`src/rtl/lemu_pkg.sv`:
```
// package: register map, field layout and timing constants of the link error monitor and user io
package lemu_pkg;
   // ***************************************************************
   // register offsets
   // ***************************************************************
   localparam logic [7:0] LEMU_OFS_THRESHOLD = 8'h15;
   localparam logic [7:0] LEMU_OFS_COUNT = 8'h16;
   localparam logic [7:0] LEMU_OFS_USER = 8'h17;
   // ***************************************************************
   // user register fields
   // ***************************************************************
   localparam int LEMU_BIT_SENSE0 = 0;
   localparam int LEMU_BIT_SENSE1 = 1;
   localparam int LEMU_BIT_ENABLE0 = 2;
   localparam int LEMU_BIT_ENABLE1 = 3;
   localparam int LEMU_BIT_SENSE2 = 4;
   localparam int LEMU_BIT_ENABLE2 = 6;
   // ***************************************************************
   // reset values
   // ***************************************************************
   localparam logic [7:0] LEMU_RST_COUNT = 8'h00;
   localparam logic [7:0] LEMU_RST_THRESHOLD = 8'h00;
   localparam logic [7:0] LEMU_RST_USER = 8'h00;
   // ***************************************************************
   // timing
   // ***************************************************************
   localparam int LEMU_CLK_PERIOD_PS = 5000;
   localparam int LEMU_SENSE_MIN_PS = 20000;
   localparam int LEMU_SENSE_MIN_CYC =
      (LEMU_SENSE_MIN_PS + LEMU_CLK_PERIOD_PS - 1) / LEMU_CLK_PERIOD_PS;
endpackage : lemu_pkg

```
`src/rtl/lemu_sense_if.sv`:
```
// interface: one sense pin filter and its latch control
`timescale 1ns/1ps
interface lemu_sense_if;
   logic pin;
   logic clear;
   logic active;
   logic flag;
   modport filt (input pin, input clear, input active, output flag);
   modport user (output pin, output clear, output active, input flag);
endinterface : lemu_sense_if

```
`src/rtl/lemu_sense_latch.sv`:
```
// sense pin synchroniser, minimum-high filter and sticky flag
`timescale 1ns/1ps
module lemu_sense_latch
   import lemu_pkg::*;
#(
   parameter int MIN_CYC = LEMU_SENSE_MIN_CYC
) (
   input wire logic mclk,
   input wire logic rst_b,
   lemu_sense_if.filt sif
);
   logic sync1_q;
   logic sync2_q;
   logic [7:0] run_q;
   logic flag_q;
   logic held;

   // first stage feeds only the second
   always_ff @(posedge mclk or negedge rst_b) begin
      if (!rst_b) begin
         sync1_q <= 1'b0;
         sync2_q <= 1'b0;
      end else begin
         sync1_q <= sif.pin;
         sync2_q <= sync1_q;
      end
   end

   assign held = sync2_q && (run_q >= 8'(MIN_CYC - 1));

   // ***************************************************************
   // high-time counter
   // ***************************************************************
   always_ff @(posedge mclk or negedge rst_b) begin
      if (!rst_b) begin
         run_q <= 8'h00;
      end else if (!sync2_q) begin
         run_q <= 8'h00;
      end else if (!held) begin
         run_q <= run_q + 8'h01;
      end
   end

   // set beats clear in the same cycle
   always_ff @(posedge mclk or negedge rst_b) begin
      if (!rst_b) begin
         flag_q <= 1'b0;
      end else if (sif.active && held) begin
         flag_q <= 1'b1;
      end else if (sif.clear || !sif.active) begin
         flag_q <= 1'b0;
      end
   end

   assign sif.flag = flag_q;
endmodule : lemu_sense_latch

```
`src/rtl/lemu_regs.sv`:
```
// link error monitor counter, threshold, count snapshot and user sense/enable register
`timescale 1ns/1ps
module lemu_regs
   import lemu_pkg::*;
#(
   parameter bit DUAL_PATH = 1'b1,
   parameter int SENSE_MIN_CYC = LEMU_SENSE_MIN_CYC
) (
   input wire logic mclk,
   input wire logic rst_b,
   input wire logic [7:0] cbus_addr,
   input wire logic cbus_wr,
   input wire logic cbus_rd,
   input wire logic [7:0] cbus_wdata,
   output logic [7:0] cbus_rdata,
   input wire logic link_error,
   input wire logic sense_input_zero,
   input wire logic sense_input_one,
   input wire logic sense_input_two,
   output logic enable_output_zero,
   output logic enable_output_one,
   output logic enable_output_two,
   output logic link_error_threshold_flag,
   output logic write_reject_flag
);
   // ***************************************************************
   // storage
   // ***************************************************************
   // bit two of each 3-bit vector belongs to the dual-path channel
   logic [7:0] threshold_q;
   logic [7:0] count_q;
   logic [7:0] rdata_q;
   logic [7:0] rd_mux;
   logic [7:0] user_rd;
   logic [2:0] enable_q;
   logic [2:0] sense_flag;
   logic [2:0] sense_pin;
   logic [2:0] sense_clr;
   logic [2:0] sense_act;
   logic sel_thr;
   logic sel_cnt;
   logic sel_usr;
   logic wr_thr;
   logic wr_cnt;
   logic wr_usr;
   logic at_reload;
   logic err_taken;
   logic reload_hit;

   // ***************************************************************
   // address decode
   // ***************************************************************
   // unmapped addresses select nothing: reads give zero, writes vanish
   // a read and a write in one cycle both act
   assign sel_thr = (cbus_addr == LEMU_OFS_THRESHOLD);
   assign sel_cnt = (cbus_addr == LEMU_OFS_COUNT);
   assign sel_usr = (cbus_addr == LEMU_OFS_USER);
   assign wr_thr = cbus_wr && sel_thr;
   assign wr_cnt = cbus_wr && sel_cnt;
   assign wr_usr = cbus_wr && sel_usr;

   // ***************************************************************
   // threshold register
   // ***************************************************************
   // a write mid-count restarts the count as well
   // a value of 0 makes every error a threshold event
   always_ff @(posedge mclk or negedge rst_b) begin
      if (!rst_b) begin
         threshold_q <= LEMU_RST_THRESHOLD;
      end else if (wr_thr) begin
         threshold_q <= cbus_wdata;
      end
   end

   // ***************************************************************
   // link error down-counter
   // ***************************************************************
   // reload at 1 as well as at 0: the step to zero and the reload share one
   // edge, and a counter left at 0 by reset or a zero threshold still reloads
   assign at_reload = (count_q == 8'h01) || (count_q == 8'h00);
   // a threshold write outranks an error in the same cycle; the error is dropped
   assign err_taken = link_error && !wr_thr;
   assign reload_hit = err_taken && at_reload;

   always_ff @(posedge mclk or negedge rst_b) begin
      if (!rst_b) begin
         count_q <= LEMU_RST_COUNT;
      end else if (wr_thr) begin
         count_q <= cbus_wdata;
      end else if (reload_hit) begin
         count_q <= threshold_q;
      end else if (err_taken) begin
         count_q <= count_q - 8'h01;
      end
   end

   // ***************************************************************
   // interrupt condition pulses
   // ***************************************************************
   // one cycle each; the condition register outside holds the sticky bits
   // and owns their clearing, so nothing here needs a clear input
   always_ff @(posedge mclk or negedge rst_b) begin
      if (!rst_b) begin
         link_error_threshold_flag <= 1'b0;
      end else begin
         link_error_threshold_flag <= reload_hit;
      end
   end

   always_ff @(posedge mclk or negedge rst_b) begin
      if (!rst_b) begin
         write_reject_flag <= 1'b0;
      end else begin
         write_reject_flag <= wr_cnt;
      end
   end

   // ***************************************************************
   // enable bits and pins
   // ***************************************************************
   // written as a whole byte; the sense positions of that byte act as clears
   always_ff @(posedge mclk or negedge rst_b) begin
      if (!rst_b) begin
         enable_q <= {LEMU_RST_USER[LEMU_BIT_ENABLE2], LEMU_RST_USER[LEMU_BIT_ENABLE1],
                      LEMU_RST_USER[LEMU_BIT_ENABLE0]};
      end else if (wr_usr) begin
         enable_q[0] <= cbus_wdata[LEMU_BIT_ENABLE0];
         enable_q[1] <= cbus_wdata[LEMU_BIT_ENABLE1];
         // single-path variant keeps the third enable at zero
         enable_q[2] <= DUAL_PATH & cbus_wdata[LEMU_BIT_ENABLE2];
      end
   end

   // pins follow the bits directly, high for 1 and low for 0
   assign enable_output_zero = enable_q[0];
   assign enable_output_one = enable_q[1];
   assign enable_output_two = enable_q[2];

   // ***************************************************************
   // sense channels
   // ***************************************************************
   // pins are asynchronous; each latch synchronises its own
   assign sense_pin[0] = sense_input_zero;
   assign sense_pin[1] = sense_input_one;
   assign sense_pin[2] = sense_input_two;
   // writing 0 clears a sense bit, writing 1 leaves it alone
   assign sense_clr[0] = wr_usr && !cbus_wdata[LEMU_BIT_SENSE0];
   assign sense_clr[1] = wr_usr && !cbus_wdata[LEMU_BIT_SENSE1];
   assign sense_clr[2] = wr_usr && !cbus_wdata[LEMU_BIT_SENSE2];
   // third channel idles in the single-path variant
   assign sense_act[0] = 1'b1;
   assign sense_act[1] = 1'b1;
   assign sense_act[2] = DUAL_PATH;

   // filter length is a parameter so a bench can shorten it
   for (genvar i = 0; i < 3; i++) begin : g_sense
      lemu_sense_if sif ();
      assign sif.pin = sense_pin[i];
      assign sif.clear = sense_clr[i];
      assign sif.active = sense_act[i];
      assign sense_flag[i] = sif.flag;
      lemu_sense_latch #(.MIN_CYC(SENSE_MIN_CYC)) u_latch (
         .mclk(mclk),
         .rst_b(rst_b),
         .sif(sif)
      );
   end

   // ***************************************************************
   // read path
   // ***************************************************************
   // sense flags and enable bits share one byte; gaps read as zero
   always_comb begin
      user_rd = 8'h00;
      user_rd[LEMU_BIT_SENSE0] = sense_flag[0];
      user_rd[LEMU_BIT_SENSE1] = sense_flag[1];
      user_rd[LEMU_BIT_ENABLE0] = enable_q[0];
      user_rd[LEMU_BIT_ENABLE1] = enable_q[1];
      user_rd[LEMU_BIT_SENSE2] = sense_flag[2];
      user_rd[LEMU_BIT_ENABLE2] = enable_q[2];
   end

   // unmapped addresses read zero
   always_comb begin
      unique case (cbus_addr)
         LEMU_OFS_THRESHOLD: rd_mux = threshold_q;
         LEMU_OFS_COUNT: rd_mux = count_q;
         LEMU_OFS_USER: rd_mux = user_rd;
         default: rd_mux = 8'h00;
      endcase
   end

   // registered on the read strobe so the snapshot is frozen at that cycle;
   // between reads the last byte stands, so a slow host may sample late
   always_ff @(posedge mclk or negedge rst_b) begin
      if (!rst_b) begin
         rdata_q <= 8'h00;
      end else if (cbus_rd) begin
         rdata_q <= rd_mux;
      end
   end

   assign cbus_rdata = rdata_q;
endmodule : lemu_regs

```
`config.mk`:
```
export PLATFORM = sky130hd
export DESIGN_NAME = lemu_regs
export DESIGN_NICKNAME = d
export VERILOG_FILES = /design/src/rtl/lemu_pkg.sv /design/src/rtl/lemu_sense_if.sv /design/src/rtl/lemu_sense_latch.sv /design/src/rtl/lemu_regs.sv
export SDC_FILE = /design/constraint.sdc
export NUM_CORES = 1
export LEC_CHECK = 0
export ABC_AREA = 1
export BUFFER_PORTS_ARGS = -buffer_cell sky130_fd_sc_hd__buf_2
export CAP_MARGIN = 20
export CORE_UTILIZATION = 35
export CTS_CLUSTER_DIAMETER = 100
export DETAILED_ROUTE_END_ITERATION = 8
export SETUP_SLACK_MARGIN = 0.15
export SYNTH_ARGS = -nofsm -noshare
export SYNTH_HDL_FRONTEND = slang
export SYNTH_HIERARCHICAL = 1
export SYNTH_SLANG_ARGS = --single-unit
```
`constraint.sdc`:
```
create_clock -name mclk -period 2.3 [get_ports mclk]
set_clock_uncertainty 0.1 [all_clocks]
set_input_delay 0.23 -clock mclk [delete_from_list [all_inputs] [get_ports mclk]]
set_output_delay 0.23 -clock mclk [all_outputs]
set_load 0.05 [all_outputs]
```
; ---- After elaboration in Yosys (flattened, before gate mapping)
; Cells that the tools add are included.
[totals]
register_bits = 62
inputBits = 24
wordCells = 69
[classes]
n_eq_ne = 7
n_reduce_logical = 21
n_mux = 16
n_addsub = 4
magnitude_cmp = 3
[ops]
columns = operator, count
row1 = 8-bit 2-to-1 mux, 9
row2 = 8-bit by 1-bit adder with 8-bit output (second input constant), 3
row3 = 8-bit by 5-bit == test with 1-bit output (second input constant), 3
row4 = 8-bit by 2-bit >= comparator with 1-bit output (second input constant), 3
row5 = 8-bit case mux with 3 select lines, 1
row6 = 1-bit logical AND, 11
row7 = 8-bit by 1-bit == test with 1-bit output (second input constant), 1
row8 = 8-bit zero test, 1
row9 = 8-bit by 1-bit subtractor with 8-bit output (second input constant), 1
row10 = 1-bit 2-to-1 mux, 6
row11 = 2-bit != test (second input constant), 3
row12 = 2-bit nonzero test, 3
row13 = 1-bit zero test, 4
row14 = 3-bit nonzero test, 1
row15 = 1-bit logical OR, 1

; ---- Depth between registers and ports, before layout
[logic_depth]
depth_word = 7
depth_mapped = 12
depth_no_buf = 12

; ---- Cells and area by module
; The synthesis kept the hierarchy.
[modules_own_cells]
columns = module, area_per_inst_um2, cells_each, seq_area_each_um2, instances
row1 = lemu_regs, 1749.2, 245, 725.7, 1
row2 = lemu_sense_latch, 444.2, 49, 275.3, 3

; ---- Worst setup path before layout
; No wires, ideal clock.
[synth_path]
path_type = register to register
start = reg count_q[0]
end = reg count_q[4]
stages_incl_launch_ff = 12
setup_slack_ns = 0.720
setup_ns = 0.124
t_arrival_ns = 1.356
required_time_ns = 2.076
synth_period_minus_slack_ns = 1.580
cell_sequence = dfrtp_1 -> inv_1 -> ha_1 -> inv_1 -> nand2_2 -> nand3_2 -> nor2_4 -> nand2_4 -> inv_4 -> nand2_1 -> nand3_1 -> nand3_1
[synth_between]
elab_chain_cells = 5
word_cells_on_any_way = 9
cone_classes = 1 x add/sub / 1 x eq/ne / 3 x mux / 4 x reduce/logical
[synth_lines]
columns = element, line_no
row1 = start: declaration, lemu_regs.sv:31  ; logic [7:0] count_q;
row2 = start signal: assignment, lemu_regs.sv:89  ; count_q <= cbus_wdata;
row3 = start signal: assignment, lemu_regs.sv:91  ; count_q <= threshold_q;
row4 = start signal: assignment, lemu_regs.sv:93  ; count_q <= count_q - 8'h01;
row5 = 8-bit by 1-bit == test with 1-bit output / 8-bit zero test (equally long branches), lemu_regs.sv:80  ; assign at_reload = (count_q == 8'h01) || (count_q == 8'h00);
row6 = 1-bit logical OR *, lemu_regs.sv:80
row7 = 1-bit logical AND *, lemu_regs.sv:83  ; assign reload_hit = err_taken && at_reload;
row8 = net reload_hit, lemu_regs.sv:48  ; logic reload_hit;
row9 = 8-bit 2-to-1 mux, lemu_regs.sv:90  ; end else if (reload_hit) begin
row10 = 8-bit 2-to-1 mux, lemu_regs.sv:88  ; end else if (wr_thr) begin
; Mark *: on every way through the listed nets, which the timed path passes. The rest lies on a longest branch. The select of a mux whose other input is x is not followed.
; A chain may end at the register's enable or synchronous reset.

; ---- Worst setup path in the final report
; Same ends and word-level chain as after synthesis.

==> results_dict.tcl <==
set metrics [dict create \
    rows 33 \
    layout_min_cycle_time_ns 1.87 \
    drt-total-wl_um 6580 \
    post_synth_num_cell_types 29 \
    clock.fmax_ghz 0.535 \
    antenna_found_initial 0 \
    place_worst_setup_slack_ns 0.453 \
    postCtsSetupBuffers 0 \
    number_of_synthesized_register_bits 62 \
    postSynthCellCount 392 \
    path_clk_slew_ns 0.08 \
    cts.sink_count 62 \
    crit_type "reg2reg" \
    total_power_mw 2.88 \
    synth_top_area_cell "sky130_fd_sc_hd__dfrtp_1" \
    worst-r2r-cell-count 11 \
    most-common-layout-cells "113 x sky130_fd_sc_hd__nand2_1, 75 x sky130_fd_sc_hd__inv_1, 62 x sky130_fd_sc_hd__dfrtp_1" \
    syn2layout_area_growth_pct 18.2 \
    min_period_over_period_pct 81.2 \
    power-per-cell-area_mw_per_mm2 791 \
    highest_ir_drop_seen_on_vdd_v 0.000313 \
    final_common_cell "sky130_fd_sc_hd__nand2_1" \
    grt_pass1_wl_um 11300 \
    numCtsBuffers 9 \
    synthTopCellsByArea "sky130_fd_sc_hd__dfrtp_1 50%, sky130_fd_sc_hd__nand2_1 14%, sky130_fd_sc_hd__inv_1 9.1%, sky130_fd_sc_hd__nand3_1 5.5%, sky130_fd_sc_hd__o21ai_0 3.9%" \
    drt_pre_antenna_iters 4 \
    yosys_warnings 6 \
    floorplan.core_area_mm2 0.00838 \
    drt-vias-per-instance 4.56 \
    min-delay-path-class "in2reg" \
    timing.final.setup_violations 0 \
    maximum_number_of_pins_on_one_net_before_global_route_repair 63 \
    critPathCaptureType "flip-flop" \
    setup_tns_ns 0 \
    layout_setup_ws_ns 0.432 \
    synth_sequential_area_ratio_pct 50.3 \
    detailedRoute.firstIterationViolations 114 \
    worst_skew_pair.late_latency_ns 0.35 \
    die_w_um 95.8 \
    weighted_congestion_at_the_end_of_routability_driven_global_placement 0.864 \
    final-hold-violation-count 0 \
    route.vias.total 2521 \
    floorplan.io_pins 37 \
    yosysTopAreaCellShare_pct 50.3 \
    final_report_max_slew_violation_count 0 \
    postCtsResizedCells 0 \
    static-leakage-power_nw 2.06 \
    drive_gt1_share_pct 18.1 \
    dp_hpwl_um 4800 \
    clock_tree.root_cell "sky130_fd_sc_hd__clkbuf_8" \
    start_kind "flip-flop" \
    cts-root-to-sink-buffers 2 \
    cts-htree-levels 3 \
    detail-route-antenna-nets 0 \
    finish.cell_count_without_fillers 553 \
    detail_route.drc_violations 0 \
    crit_fanout 6 \
    result_of_the_run "complete, no violations" \
    max_cap_viols 0 \
    cp_data_required_time_ns 2.43 \
    grt_overflow 0 \
    detail_route.wl_per_cell_um 11.9 \
    post-place-cells 533 \
    grt_setup_unrepaired "false" \
    cell_area_synth_mm2 0.00308 \
    first_global_vias 2450 \
    crit_arrival_ns 2.00 \
    grt_overall_usage_pct 16.6 \
    port_buffers 36 \
    initial_core_util_pct 36.8 \
    antenna-diode-count 0 \
    syn_avg_cell_area_um2 7.86 \
    fin_nets 472 \
    clock_tree_from_tritoncts "built" \
    die_area_mm2 0.00918 \
    count_of_cells_along_the_worst_hold_path 3 \
    dieHeight_um 95.8 \
]
==> layout make-up <==
cell class | instances | area [um^2]
fillers | 878 | 4740
clock inverters | 5 | 57.6
inverters | 81 | 307
multi-input cells | 248 | 1200
clock buffers | 11 | 151
well taps | 105 | 131
repair buffers | 41 | 240
flip-flops and latches | 62 | 1550
==> repair_timing <==
| item | CTS | global route |
|---|---|---|
| hold buffers | 4 | 0 |
| endpoints found under the setup margin | 0 | 0 |
| endpoints found under the hold margin | 65 | 0 |
==> worst max-delay path, cell delays in order, from the launching register on <==
cell	delay (ns)
sky130_fd_sc_hd__dfrtp_1	0.41
sky130_fd_sc_hd__inv_1	0.15
sky130_fd_sc_hd__ha_1	0.27
sky130_fd_sc_hd__inv_1	0.10
sky130_fd_sc_hd__nand2_2	0.08
sky130_fd_sc_hd__nand3_2	0.09
sky130_fd_sc_hd__nor2_4	0.19
sky130_fd_sc_hd__nand2_4	0.12
sky130_fd_sc_hd__inv_4	0.07
sky130_fd_sc_hd__nand2_1	0.05
sky130_fd_sc_hd__nand3_1	0.06
sky130_fd_sc_hd__nand3_1	0.06
==> Yosys cell counts <==
library cell	count
sky130_fd_sc_hd__o22ai_1	1
sky130_fd_sc_hd__nand2_1	113
sky130_fd_sc_hd__inv_4	1
sky130_fd_sc_hd__nor2_1	24
sky130_fd_sc_hd__xor2_1	1
sky130_fd_sc_hd__o211ai_1	1
sky130_fd_sc_hd__conb_1	1
sky130_fd_sc_hd__nand3_2	1
sky130_fd_sc_hd__nor3_4	1
sky130_fd_sc_hd__nand3_1	34
sky130_fd_sc_hd__clkbuf_1	1
sky130_fd_sc_hd__inv_1	75
sky130_fd_sc_hd__o21bai_1	1
sky130_fd_sc_hd__nand3_4	1
sky130_fd_sc_hd__nand2_2	5
sky130_fd_sc_hd__inv_2	5
sky130_fd_sc_hd__nor2_2	7
sky130_fd_sc_hd__nand4_1	7
sky130_fd_sc_hd__nor2_4	3
sky130_fd_sc_hd__a21oi_1	3
sky130_fd_sc_hd__ha_1	5
sky130_fd_sc_hd__dfrtp_1	62
sky130_fd_sc_hd__o21ai_1	6
sky130_fd_sc_hd__buf_6	1
sky130_fd_sc_hd__buf_4	1
sky130_fd_sc_hd__nor3_2	1
sky130_fd_sc_hd__nand2_4	3
sky130_fd_sc_hd__o21ai_0	24
sky130_fd_sc_hd__buf_2	3
==> final timing paths <==
kind | from | end | slack [ns]
max in group asynchronous | rst_b | threshold_q[3] | 1.51
worst min register to register | g_sense[0].u_latch/sync1_q | g_sense[0].u_latch/sync2_q | 0.25
worst max-delay path | count_q[0] | count_q[4] | 0.43
min in group asynchronous | rst_b | cbus_rdata[1] | 0.32
worst max register to register | count_q[0] | count_q[4] | 0.43
worst min-delay path | cbus_wdata[6] | enable_q[2] | 0.03
==> layer usage <==
metal  track usage, %  share of wire (%)
met5                0                  0
met4             5.60                1.4
met3             5.61                5.2
met2             25.5                 43
met1             21.9                 50
==> registers in the layout (all words and copies together), names as in the netlist <==
signal,flops
count_q,8
g_sense.u_latch/run_q,24
g_sense.u_latch/sync1_q,3
link_error_threshold_flag,1
g_sense.u_latch/sif.flag,3
threshold_q,8
enable_q,3
cbus_rdata,8
g_sense.u_latch/sync2_q,3
write_reject_flag,1
==> through the flow <==
stage                     utilization, %  hold slack (ns)  area, um^2
after floorplan                        -           -0.166        3100
after global routing                43.5           0.0230        3640
after detailed placement            40.5            0.170        3390
after global placement              40.5            0.170        3390
after CTS                           43.5          0.00400        3640
final                               43.5           0.0264        3640
==> cells by family after synthesis <==
family | Yosys count | synth area share (%)
simple gates | 200 | 30.0
buf+inv | 87 | 11.2
flops | 62 | 50.3
compound gates | 36 | 6.05
fa+ha+maj | 5 | 2.03
xor+xnor | 1 | 0.284
other cells | 1 | 0.122
==> power by group <==
part / leakage, nW / total (mW) / internal, mW / switching [mW]
logic: 1.17 / 0.584 / 0.202 / 0.382
registers: 0.791 / 1.30 / 1.19 / 0.108
clock network: 0.0976 / 0.998 / 0.557 / 0.441
Note: power is estimated with default switching activity, not from simulation.
